**src/ptm_consts.svh**
```systemverilog
// frame geometry and fixed words for the tributary multiplexer
`ifndef PTM_CONSTS_SVH
`define PTM_CONSTS_SVH
// ****************************************
// frame geometry
// ****************************************
`define PTM_E2_SET_LEN 9'd212
`define PTM_E3_SET_LEN 9'd384
`define PTM_G_SET_LEN 9'd168
`define PTM_E_SETS 3'd4
`define PTM_G_SETS 3'd5
`define PTM_E_TRIBS 2'd3
`define PTM_G_TRIBS 2'd2
// ****************************************
// overhead positions
// ****************************************
`define PTM_E_ALIGN 10'h3d0
`define PTM_G_ALIGN 9'h1d0
`define PTM_E_ALIGN_LEN 9'd10
`define PTM_G_ALIGN_LEN 9'd9
`define PTM_E_STUFF_POS 9'd4
`define PTM_G_STUFF_POS 9'd3
`endif

```
**src/ptm_pkg.sv**
```systemverilog
// shared types for the tributary multiplexer
package ptm_pkg;
    // framing selected for one stage
    typedef enum logic [1:0] {
        PTM_FIRST_SECOND = 2'b00,
        PTM_SECOND_THIRD = 2'b01,
        PTM_G747 = 2'b10
    } ptm_mode_t;
    // meaning of one line bit slot
    typedef enum logic [2:0] {
        K_ALIGN = 3'b000,
        K_ALARM = 3'b001,
        K_NAT = 3'b010,
        K_PARITY = 3'b011,
        K_ONE = 3'b100,
        K_JCB = 3'b101,
        K_STF = 3'b110,
        K_DAT = 3'b111
    } ptm_kind_t;
    // receive alignment state
    typedef enum logic {
        RX_HUNT = 1'b0,
        RX_LOCK = 1'b1
    } ptm_rx_t;
endpackage

```
**src/ptm_mux.sv**
```systemverilog
// tributary bit-interleave framer and deframer, one stage
`timescale 1ns/1ps
`include "ptm_consts.svh"
module ptm_mux (
    input wire logic clk,
    input wire logic rst,
    input wire ptm_pkg::ptm_mode_t mode,
    input wire logic tx_bit_en,
    input wire logic tx_rai,
    input wire logic tx_nat,
    input wire logic [3:0] trib_stuff_req,
    input wire logic [3:0] trib_tx_data,
    output logic [3:0] trib_tx_rd,
    output logic line_tx_data,
    output logic line_tx_valid,
    output logic line_tx_frame_start,
    input wire logic line_rx_data,
    input wire logic line_rx_strobe,
    output logic [3:0] trib_rx_data,
    output logic [3:0] trib_rx_valid,
    output logic rx_in_frame,
    output logic rx_rai,
    output logic rx_nat,
    output logic rx_parity_err
);
    import ptm_pkg::*;

    // ****************************************
    // frame geometry helpers
    // ****************************************
    // one stage per framing; an e13 chain is two instances in series
    logic is_g;
    logic [8:0] set_len;
    logic [2:0] last_set;
    logic [1:0] last_trib;
    assign is_g = (mode == PTM_G747);
    assign set_len = is_g ? `PTM_G_SET_LEN : (mode == PTM_SECOND_THIRD) ? `PTM_E3_SET_LEN : `PTM_E2_SET_LEN;
    assign last_set = is_g ? `PTM_G_SETS - 3'd1 : `PTM_E_SETS - 3'd1;
    assign last_trib = is_g ? `PTM_G_TRIBS : `PTM_E_TRIBS;

    // classify a slot by set and bit index (both zero based)
    function automatic ptm_kind_t slot(input logic g, input logic [2:0] s, input logic [8:0] b);
        ptm_kind_t k;
        k = K_DAT;
        if (g) begin
            if (s == 3'd0 && b < `PTM_G_ALIGN_LEN) k = K_ALIGN;
            else if (s == 3'd1 && b == 9'd0) k = K_ALARM;
            else if (s == 3'd1 && b == 9'd1) k = K_PARITY;
            else if (s == 3'd1 && b == 9'd2) k = K_ONE;
            else if (s >= 3'd2 && b < 9'd3) k = K_JCB;
            else if (s == 3'd4 && b < 9'd6) k = K_STF;
        end else begin
            if (s == 3'd0 && b < `PTM_E_ALIGN_LEN) k = K_ALIGN;
            else if (s == 3'd0 && b == 9'd10) k = K_ALARM;
            else if (s == 3'd0 && b == 9'd11) k = K_NAT;
            else if (s != 3'd0 && b < 9'd4) k = K_JCB;
            else if (s == 3'd3 && b < 9'd8) k = K_STF;
        end
        return k;
    endfunction

    // ****************************************
    // transmit framer
    // ****************************************
    logic [2:0] tx_set; // current set
    logic [8:0] tx_bit; // bit inside set
    logic [1:0] tx_ptr; // next tributary in rotation
    logic [3:0] stuff_now; // justification latched for this frame
    logic parity_acc; // running parity of tributary bits
    logic parity_prev; // parity of the frame before
    ptm_kind_t tx_kind;
    logic [1:0] tx_trib;
    logic tx_take;
    logic tx_last_bit;
    logic next_bit;

    assign tx_kind = slot(is_g, tx_set, tx_bit);
    assign tx_last_bit = (tx_bit == set_len - 9'd1);
    // fixed slots belong to a fixed tributary, data slots rotate
    always_comb begin
        tx_trib = tx_ptr;
        if (tx_kind == K_JCB) tx_trib = tx_bit[1:0];
        else if (tx_kind == K_STF) tx_trib = is_g ? 2'(tx_bit - `PTM_G_STUFF_POS) : 2'(tx_bit - `PTM_E_STUFF_POS);
    end
    // a stuffed slot takes no tributary bit
    assign tx_take = tx_bit_en && (tx_kind == K_DAT || (tx_kind == K_STF && !stuff_now[tx_trib]));
    // read strobe doubles as the ready for trib_tx_data
    assign trib_tx_rd = tx_take ? 4'(4'h1 << tx_trib) : 4'h0;

    // value of the slot about to go out
    always_comb begin
        next_bit = trib_tx_data[tx_trib];
        unique case (tx_kind)
            // word goes out msb first; only the bit under the slot is kept
            K_ALIGN: next_bit = is_g ? 1'(`PTM_G_ALIGN >> (4'd8 - tx_bit[3:0]))
                                     : 1'(`PTM_E_ALIGN >> (4'd9 - tx_bit[3:0]));
            K_ALARM: next_bit = tx_rai;
            K_NAT: next_bit = tx_nat;
            K_PARITY: next_bit = parity_prev;
            K_ONE: next_bit = 1'b1;
            K_JCB: next_bit = stuff_now[tx_trib];
            K_STF: next_bit = stuff_now[tx_trib] ? 1'b0 : trib_tx_data[tx_trib];
            K_DAT: next_bit = trib_tx_data[tx_trib];
        endcase
    end

    // set and bit counters, first slot after reset is bit zero of set zero
    always_ff @(posedge clk) begin
        if (rst) begin
            tx_set <= 3'd0;
            tx_bit <= 9'd0;
        end else if (tx_bit_en) begin
            if (tx_last_bit) begin
                tx_bit <= 9'd0;
                tx_set <= (tx_set == last_set) ? 3'd0 : tx_set + 3'd1;
            end else begin
                tx_bit <= tx_bit + 9'd1;
            end
        end
    end

    // interleave pointer restarts at tributary 0 in each set
    always_ff @(posedge clk) begin
        if (rst) begin
            tx_ptr <= 2'd0;
        end else if (tx_bit_en) begin
            if (tx_last_bit) tx_ptr <= 2'd0;
            else if (tx_kind == K_DAT) tx_ptr <= (tx_ptr == last_trib) ? 2'd0 : tx_ptr + 2'd1;
        end
    end

    // stuffing requests sampled once per frame so control and slot agree
    always_ff @(posedge clk) begin
        if (rst) begin
            stuff_now <= 4'h0;
        end else if (tx_bit_en && tx_set == 3'd0 && tx_bit == 9'd0) begin
            stuff_now <= is_g ? {1'b0, trib_stuff_req[2:0]} : trib_stuff_req;
        end
    end

    // parity over tributary bits only
    always_ff @(posedge clk) begin
        if (rst) begin
            parity_acc <= 1'b0;
            parity_prev <= 1'b0;
        end else if (tx_bit_en) begin
            if (tx_last_bit && tx_set == last_set) begin
                parity_prev <= parity_acc ^ (tx_take & next_bit);
                parity_acc <= 1'b0;
            end else if (tx_take) begin
                parity_acc <= parity_acc ^ next_bit;
            end
        end
    end

    // registered line output; g747 leaves here as a plain t2-rate stream
    always_ff @(posedge clk) begin
        if (rst) begin
            line_tx_data <= 1'b0;
            line_tx_valid <= 1'b0;
            line_tx_frame_start <= 1'b0;
        end else begin
            line_tx_valid <= tx_bit_en;
            if (tx_bit_en) line_tx_data <= next_bit;
            line_tx_frame_start <= tx_bit_en && tx_set == 3'd0 && tx_bit == 9'd0;
        end
    end

    // ****************************************
    // receive deframer
    // ****************************************
    logic rx_d1, rx_d2, rx_s1, rx_s2, rx_s3; // pin synchronisers
    logic rx_en;
    ptm_rx_t rx_state;
    logic [9:0] rx_sh; // recent line bits
    logic [9:0] rx_win;
    logic [2:0] rx_set;
    logic [8:0] rx_bit;
    logic [1:0] rx_ptr;
    logic [1:0] jcb_cnt [4]; // ones seen per tributary this frame
    logic rx_parity_acc;
    logic rx_parity_prev;
    ptm_kind_t rx_kind;
    logic [1:0] rx_trib;
    logic rx_last_bit;

    // strobe is held one or more cycles; edge taken after second stage
    always_ff @(posedge clk) begin
        if (rst) begin
            {rx_d1, rx_d2, rx_s1, rx_s2, rx_s3} <= 5'h00;
        end else begin
            rx_d1 <= line_rx_data;
            rx_d2 <= rx_d1;
            rx_s1 <= line_rx_strobe;
            rx_s2 <= rx_s1;
            rx_s3 <= rx_s2;
        end
    end
    assign rx_en = rx_s2 && !rx_s3;
    assign rx_win = {rx_sh[8:0], rx_d2};
    assign rx_kind = slot(is_g, rx_set, rx_bit);
    assign rx_last_bit = (rx_bit == set_len - 9'd1);
    always_comb begin
        rx_trib = rx_ptr;
        if (rx_kind == K_JCB) rx_trib = rx_bit[1:0];
        else if (rx_kind == K_STF) rx_trib = is_g ? 2'(rx_bit - `PTM_G_STUFF_POS) : 2'(rx_bit - `PTM_E_STUFF_POS);
    end

    // hunt for the word, then check it every frame
    always_ff @(posedge clk) begin
        if (rst) begin
            rx_state <= RX_HUNT;
            rx_sh <= 10'h000;
            rx_set <= 3'd0;
            rx_bit <= 9'd0;
        end else if (rx_en) begin
            rx_sh <= rx_win;
            unique case (rx_state)
                RX_HUNT: begin
                    if (is_g ? rx_win[8:0] == `PTM_G_ALIGN : rx_win == `PTM_E_ALIGN) begin
                        rx_state <= RX_LOCK;
                        rx_set <= 3'd0;
                        rx_bit <= is_g ? `PTM_G_ALIGN_LEN : `PTM_E_ALIGN_LEN;
                    end
                end
                RX_LOCK: begin
                    // a broken word drops back to hunting
                    if (rx_set == 3'd0 && rx_bit == (is_g ? `PTM_G_ALIGN_LEN : `PTM_E_ALIGN_LEN) - 9'd1 &&
                        (is_g ? rx_win[8:0] != `PTM_G_ALIGN : rx_win != `PTM_E_ALIGN)) rx_state <= RX_HUNT;
                    if (rx_last_bit) begin
                        rx_bit <= 9'd0;
                        rx_set <= (rx_set == last_set) ? 3'd0 : rx_set + 3'd1;
                    end else begin
                        rx_bit <= rx_bit + 9'd1;
                    end
                end
            endcase
        end
    end
    assign rx_in_frame = (rx_state == RX_LOCK);

    // slot extraction with majority stuffing decision
    always_ff @(posedge clk) begin
        if (rst) begin
            trib_rx_data <= 4'h0;
            trib_rx_valid <= 4'h0;
            rx_ptr <= 2'd0;
            jcb_cnt <= '{default: 2'd0};
            rx_rai <= 1'b0;
            rx_nat <= 1'b0;
            rx_parity_err <= 1'b0;
            rx_parity_acc <= 1'b0;
            rx_parity_prev <= 1'b0;
        end else begin
            trib_rx_valid <= 4'h0;
            rx_parity_err <= 1'b0;
            if (rx_en && rx_state == RX_LOCK) begin
                if (rx_last_bit) rx_ptr <= 2'd0;
                else if (rx_kind == K_DAT) rx_ptr <= (rx_ptr == last_trib) ? 2'd0 : rx_ptr + 2'd1;
                if (rx_kind == K_DAT || (rx_kind == K_STF && !jcb_cnt[rx_trib][1])) begin
                    trib_rx_data[rx_trib] <= rx_d2;
                    trib_rx_valid <= 4'(4'h1 << rx_trib);
                    rx_parity_acc <= rx_parity_acc ^ rx_d2;
                end
                if (rx_kind == K_JCB && rx_d2) jcb_cnt[rx_trib] <= jcb_cnt[rx_trib] + 2'd1;
                if (rx_kind == K_ALARM) rx_rai <= rx_d2;
                if (rx_kind == K_NAT) rx_nat <= rx_d2;
                if (rx_kind == K_PARITY) rx_parity_err <= (rx_d2 != rx_parity_prev);
                if (rx_last_bit && rx_set == last_set) begin
                    jcb_cnt <= '{default: 2'd0};
                    // the closing slot of a frame is always tributary data, so fold it in here
                    rx_parity_prev <= rx_parity_acc ^ rx_d2;
                    rx_parity_acc <= 1'b0;
                end
            end
        end
    end

    // ****************************************
    // checks
    // ****************************************
    set_order_a: assert property (@(posedge clk) disable iff (rst)
        tx_bit_en && tx_last_bit |=> tx_bit == 9'd0 && tx_set == (($past(tx_set) == last_set) ? 3'd0 : $past(tx_set) + 3'd1))
        else $error("set order broken");
    frame_lead_a: assert property (@(posedge clk) disable iff (rst)
        line_tx_frame_start |-> line_tx_valid && line_tx_data) else $error("frame does not lead with word");
    jcb_value_a: assert property (@(posedge clk) disable iff (rst)
        tx_bit_en && tx_kind == K_JCB |=> line_tx_data == $past(stuff_now[tx_trib])) else $error("control bit wrong");
    stuff_skip_a: assert property (@(posedge clk) disable iff (rst)
        tx_bit_en && tx_kind == K_STF && stuff_now[tx_trib] |-> trib_tx_rd == 4'h0) else $error("stuffed slot read");
    fixed_one_a: assert property (@(posedge clk) disable iff (rst)
        tx_bit_en && is_g && tx_set == 3'd1 && tx_bit == 9'd2 |=> line_tx_data) else $error("reserved bit not one");
    rd_onehot_a: assert property (@(posedge clk) disable iff (rst)
        $onehot0(trib_tx_rd)) else $error("two tributaries read");
    g_three_trib_a: assert property (@(posedge clk) disable iff (rst)
        is_g |-> !trib_tx_rd[3]) else $error("fourth tributary read in g747");
    parity_out_a: assert property (@(posedge clk) disable iff (rst)
        tx_bit_en && tx_kind == K_PARITY |=> line_tx_data == $past(parity_prev)) else $error("parity bit wrong");
    rx_drop_a: assert property (@(posedge clk) disable iff (rst)
        rx_en && rx_in_frame && rx_kind == K_STF && jcb_cnt[rx_trib][1] |=> trib_rx_valid == 4'h0)
        else $error("stuffed slot delivered");
    e_frame_c: cover property (@(posedge clk) disable iff (rst) line_tx_frame_start && !is_g);
    g_frame_c: cover property (@(posedge clk) disable iff (rst) line_tx_frame_start && is_g);
    rx_lock_c: cover property (@(posedge clk) disable iff (rst) $rose(rx_in_frame));
endmodule

```
**config.mk**
```make
export PLATFORM = sky130hd
export DESIGN_NAME = ptm_mux
export DESIGN_NICKNAME = d
export VERILOG_FILES = /design/src/ptm_pkg.sv /design/src/ptm_mux.sv
export VERILOG_INCLUDE_DIRS = /design/src
export SDC_FILE = /design/constraint.sdc
export NUM_CORES = 1
export LEC_CHECK = 0
export CAP_MARGIN = 15
export CORE_MARGIN = 5
export CORE_UTILIZATION = 53
export DETAILED_ROUTE_END_ITERATION = 7
export DONT_BUFFER_PORTS = 1
export GPL_ROUTABILITY_DRIVEN = 0
export PLACE_DENSITY = 0.78
export RECOVER_POWER = 25
export SYNTH_ARGS = -nofsm -noshare
export SYNTH_HDL_FRONTEND = slang
export SYNTH_SLANG_ARGS = --single-unit
```
**constraint.sdc**
```tcl
create_clock -name clk -period 4.89 [get_ports clk]
set_clock_uncertainty 0.1 [all_clocks]
set_input_delay 0.978 -clock clk [delete_from_list [all_inputs] [get_ports clk]]
set_output_delay 0.978 -clock clk [all_outputs]
set_load 0.05 [all_outputs]
```
# Word-level counts from Yosys, hierarchy flattened
# Index checks and enable logic that the tools add are counted.
# op_classes
n_lt_le_gt_ge	19
mux	79
shifts	4
add_sub_neg	15
eq_ne	43
reduce_logical	68
bitwise	9
# ops
cell	count
3-bit 2-to-1 mux	19
9-bit by 4-bit < comparator with 1-bit output, second input constant	6
9-bit 2-to-1 mux	5
2-bit 2-to-1 mux	22
9-bit by 4-bit == test with 1-bit output, second input constant	4
1-bit logical AND	36
9-bit by 3-bit < comparator with 1-bit output, second input constant	4
3-bit == test, second input constant	9
9-bit == test	3
2-bit AND reduction	12
9-bit by 1-bit adder with 9-bit output, second input constant	2
3-bit by 2-bit == test with 1-bit output, second input constant	6
9-bit by 1-bit == test with 1-bit output, second input constant	2
9-bit by 2-bit == test with 1-bit output, second input constant	2
9-bit logical NOT	2
9-bit by 2-bit < comparator with 1-bit output, second input constant	2
1-bit 2-to-1 mux	18
9-bit case mux with 2 select lines	1
8-bit 2-to-1 mux	2
3-bit by 1-bit == test with 1-bit output, second input constant	4
10-bit == test, second input constant	1
10-bit != test, second input constant	1
2-bit nonzero test	5
10-bit by 4-bit right shift with 1-bit output, first input constant	1
43 further kinds	68
# word_totals
ff_bits	73
wordCells	267

# Longest topological paths before layout
# depth
word_depth	21
depth_mapped	15
mapped_depth_nobuf	13

# Worst setup path after synthesis
# OpenSTA, ideal clock, no wires.
# synth_path
path_kind	input to output
startpoint	input port mode[0]
endpoint	output port trib_tx_rd[1]
cell_stages	13
setup_slack_ns	-0.407
n_path_buf	2
arrival_ns	4.219
required_ns	3.812
path_cell_list	inv_1 ha_1 clkbuf_1 nand3_1 a31oi_1 nor2_1 a31oi_1 o221a_2 buf_2 mux2i_1 mux2_4 o21ai_1 nor3b_1
# synth_between
elab_chain_cells	12
elab_cells_between_ends	16
# synth_lines
element	line	rtl
start: declaration	ptm_mux.sv:7	input wire ptm_pkg::ptm_mode_t mode,
2-bit == test *	ptm_mux.sv:36	assign is_g = (mode == PTM_G747);
3-bit 2-to-1 mux	ptm_mux.sv:45	if (g) begin
3-bit == test	ptm_mux.sv:83, ptm_mux.sv:86	
2-bit 2-to-1 mux	ptm_mux.sv:83	else if (tx_kind == K_STF) tx_trib = is_g ? 2'(tx_bit - `PTM_G_STUFF_POS) : 2'(tx_bit - `PTM_E_STUFF_POS);
2-bit 2-to-1 mux	ptm_mux.sv:82	if (tx_kind == K_JCB) tx_trib = tx_bit[1:0];
1-bit binary-select mux with 2-bit select	ptm_mux.sv:86	assign tx_take = tx_bit_en && (tx_kind == K_DAT || (tx_kind == K_STF && !stuff_now[tx_trib]));
1-bit 2-to-1 mux (not written as such)	ptm_mux.sv:86	
1-bit logical NOT	ptm_mux.sv:86	
1-bit logical AND	ptm_mux.sv:86	
1-bit logical OR	ptm_mux.sv:86	
1-bit logical AND	ptm_mux.sv:86	
4-bit 2-to-1 mux *	ptm_mux.sv:88	assign trib_tx_rd = tx_take ? 4'(4'h1 << tx_trib) : 4'h0;
end: declaration	ptm_mux.sv:13	output logic [3:0] trib_tx_rd,
# Mark *: on every way between the ends. The rest lies on a longest branch, timed or not. The select of a mux whose other input is x is not followed.

# Worst setup path after layout
# layout_path
startpoint	register tx_bit[2]
endpoint	output port trib_tx_rd[1]
# layout_between
elab_chain_cells	19
elab_cells_between_ends	47
# layout_lines
element	line	rtl
start: declaration	ptm_mux.sv:66	logic [8:0] tx_bit;
start signal: assignment	ptm_mux.sv:117	tx_bit <= tx_bit + 9'd1;
9-bit by 3-bit < comparator with 1-bit output	ptm_mux.sv:51	else if (s == 3'd4 && b < 9'd6) k = K_STF;
1-bit logical AND	ptm_mux.sv:51	
1-bit 2-to-1 mux	ptm_mux.sv:51	
2-bit 2-to-1 mux	ptm_mux.sv:50	else if (s >= 3'd2 && b < 9'd3) k = K_JCB;
2-bit 2-to-1 mux	ptm_mux.sv:49	else if (s == 3'd1 && b == 9'd2) k = K_ONE;
3-bit 2-to-1 mux	ptm_mux.sv:48	else if (s == 3'd1 && b == 9'd1) k = K_PARITY;
3-bit 2-to-1 mux	ptm_mux.sv:47	else if (s == 3'd1 && b == 9'd0) k = K_ALARM;
3-bit 2-to-1 mux	ptm_mux.sv:46	if (s == 3'd0 && b < `PTM_G_ALIGN_LEN) k = K_ALIGN;
[3 not listed]	-	
2-bit 2-to-1 mux	ptm_mux.sv:82	
1-bit binary-select mux with 2-bit select	ptm_mux.sv:86	
1-bit 2-to-1 mux (not written as such)	ptm_mux.sv:86	
1-bit logical NOT	ptm_mux.sv:86	
1-bit logical AND	ptm_mux.sv:86	
1-bit logical OR	ptm_mux.sv:86	
1-bit logical AND	ptm_mux.sv:86	
4-bit 2-to-1 mux *	ptm_mux.sv:88	
# Marks and branches as above.

==> flow_summary.ini <==
[timing]
setup_viol = 0
min_period_ps = 4700
slew_headroom_pct = 39.7
finalMaxSlewViolations = 0
layout_setup_ws_ps = 195
finalCritPeriodShare_pct = 96.0
worstMarginPinSlew_ps = 902
hold_viol_final = 0
max_freq_mhz = 213

[logic_synthesis]
synth_flop_cell = dfxtp_1
synthesis.nets = 643
ys_seq_elements = 73
synth_warnings = 0
synth_seq_area_share_pct = 30.7
avgSynthCellArea_um2 = 7.92
synth_area_um2 = 4760
syn_inst = 601
async_flop_share_pct = 0
synth_edf_count = 0
netlist-cell-type-count = 73

[worst_setup_path]
cp.required_ps = 3810
crit_chain = inv_1, ha_1, nand2b_1, a32oi_2, o32a_4, nand2_1, a22oi_2, o221a_4, mux2i_1, mux2_4, o21ai_1, buf_4, nor3b_2, buf_4
setup.worst_path.class = flip-flop to output pin
end_kind = output pin
critPathMostFrequentCell = buf_4
ff2ff_setup_slack_ps = 920
crit_fanout = 10
r2r-start = rx_bit[0]
r2r-end = rx_parity_acc
slowest_stage = dfxtp_4
start_kind = flip-flop
cpPeakStageDelay_ps = 400
arrival_ps = 3620
reg2regPathDepth = 13

[clock_tree]
clockRootBuffer = clkbuf_8
h-tree-depth = 3
cts_tree = done
cts_buffers = 9
clockBufferDepth = 2
clock_latency_ps = 360
cts.sinks = 73
clk_pin_slew_ps = 90

[hold_path]
holdCritStartpoint = rx_s1
hold_depth = 1
hold_end = rx_s2
min_path_type = flip-flop to flip-flop

[routing]
routedWlPerCell_um = 15.5
drtAntennaViolNets = 0
via_count = 4240
drt_wl_total_um = 10900
drt_iter0_drc = 349
route.detailed.drc = 0
via_per_inst = 6.03
dr.pass1.iters = 5

[power]
seqPwrFrac_pct = 52.9
comb_power_share_pct = 8.5
p_leak_uw = 0.00190
power.net_switching_uw = 326
intPower_uw = 837
clock_power_share_pct = 38.6
ir_drop_uv = 148
swShare_pct = 28.0
cellPowerDensity_nw_per_um2 = 229

[status]
status = completed

[grt]
grt_overflow_total = 0
grt_pass1_wl_um = 18000
grt_usage_pct = 19.2
antenna_found_initial = 0
grt_pass1_vias = 3882
grt_max_degree = 57

[layout]
diodes = 0
drive_gt1_share_pct = 10.8
finalNetCount = 632
layout.cells.non_filler = 703
syn_to_final_growth_pct = 6.55

[flow_run]
maxCapViolations = 0

[die]
rows = 34
die-area_um2 = 11000
start_util_pct = 54.6
io_pins = 36
core_um2 = 8720
die_w_um = 105
die_y_um = 105

[placed_design]
port_buffers = 0
dp_cells = 686
hpwl_um = 7940
post-place-ws_ps = 315
final cells by class:
class,instances,area [um^2]
clock buffer,9,124
tap,108,135
timing repair buffer,12,90.1
multi-input combinational,472,3110
fill,755,3650
clock inverter,7,60.1
sequential,73,1470
inverter,22,82.6
critical path, delay by kind of cell (launching register included):
family / cells / cell delay, ps
AO/OA/AOI/OAI: 5 / 1180
adder cells (fa/ha/maj): 1 / 250
buffers and inverters: 3 / 480
flip-flops: 1 / 400
multiplexers: 2 / 390
AND/OR/NAND/NOR: 3 / 550
cell usage after synthesis (20+ instances only):
library cell	number	share of area [%]
nor2_1	74	5.8
dfxtp_1	73	31
nand2_1	64	5.0
a21oi_1	30	3.2
o21ai_0	26	2.7
clkbuf_1	25	2.0
ha_1	25	6.6
nor3_1	23	2.4
inv_1	22	1.7
mux2i_1	20	4.2
nand2b_1	20	2.6
per-stage QoR:
stage / power, uW / hold slack, ps / area (um^2) / util [%] / setup TNS [ps]
2_1_floorplan: 710 / 314 / 4760 / - / -1070
3_3_place_gp: 722 / 326 / 4840 / 55.5 / 0
3_5_place_dp: 726 / 342 / 4840 / 55.5 / 0
4_1_cts: 1170 / 359 / 5020 / 57.6 / 0
5_1_grt: 1210 / 365 / 5070 / 58.1 / -33.5
6_report: 1160 / 356 / 5070 / 58.1 / 0
kinds of logic (layout without fill, tap and decap cells):
logic type / count (synthesis) / in the layout / share of synthesized area, %
xor+xnor: 19 / 19 / 3.50
compound gates: 115 / 115 / 17.3
buf+inv: 56 / 50 / 4.89
simple gates: 291 / 291 / 32.1
mux: 22 / 22 / 4.99
flops: 73 / 73 / 30.7
fa+ha+maj: 25 / 25 / 6.57
how the worst max path moves through the flow:
stage / from / cells after the start / endpoint / slack [ps]
floorplan: mode[0] / 13 / trib_tx_rd[1] / -410
detailed placement: tx_bit[1] / 13 / trib_tx_rd[0] / 320
global route: tx_bit[2] / 14 / trib_tx_rd[1] / -20
global placement: mode[0] / 12 / trib_tx_rd[0] / 410
CTS: tx_bit[1] / 14 / trib_tx_rd[1] / 60
finish: tx_bit[2] / 14 / trib_tx_rd[1] / 190
metal layers:
layer	GRT usage (%)	vias up	wire length (um)
met5	0	-	0
met4	5.57	0	150
met3	4.01	18	584
met2	32.8	116	5420
met1	24.4	2006	4730
li1	-	2100	-
repair_timing:
item                                    in CTS  in global routing
pin swaps                                    0                  2
buffers inserted                             0                  1
endpoints found under the setup margin       4                  4
gates resized for setup                      3                  8
hold buffers                                 0                  0
power groups by stage:
| stage | sequential (uW) | clock (uW) | combinational (uW) |
|---|---|---|---|
| 6_report | 615 | 449 | 98.9 |
| 3_3_place_gp | 629 | 0 | 93.1 |
| 3_5_place_dp | 630 | 0 | 96.0 |
| 5_1_grt | 616 | 485 | 109 |
| 2_1_floorplan | 627 | 0 | 83.2 |
| 4_1_cts | 616 | 463 | 96.5 |
flip-flops by register name, summed over array words and instances, names as in the netlist, 3 cells and up:
register	count
rx_sh	9
stuff_now	4
trib_rx_data	4
rx_bit	9
jcb_cnt	8
tx_set	3
rx_set	3
trib_rx_valid	4
tx_bit	9
cell usage in the layout (no fill, tap or decap), types with 5 or more instances in the layout:
master     n
nor2_1    74
dfxtp_1   71
nand2_1   64
a21oi_1   30
o21ai_0   25
ha_1      25
nor3_1    23
inv_1     22
nand2b_1  20
mux2i_1   20
nor2b_1   18
nand3_1   18
xnor2_1   13
buf_4     12
nand4_1   11
nor4_1    11
clkbuf_8   9
nor3b_1    8
nand3b_1   7
a31oi_1    6
xor2_1     6
or2_2      5
and3_1     5
o211ai_1   5
No activity file was read; power rests on OpenSTA's default activity.
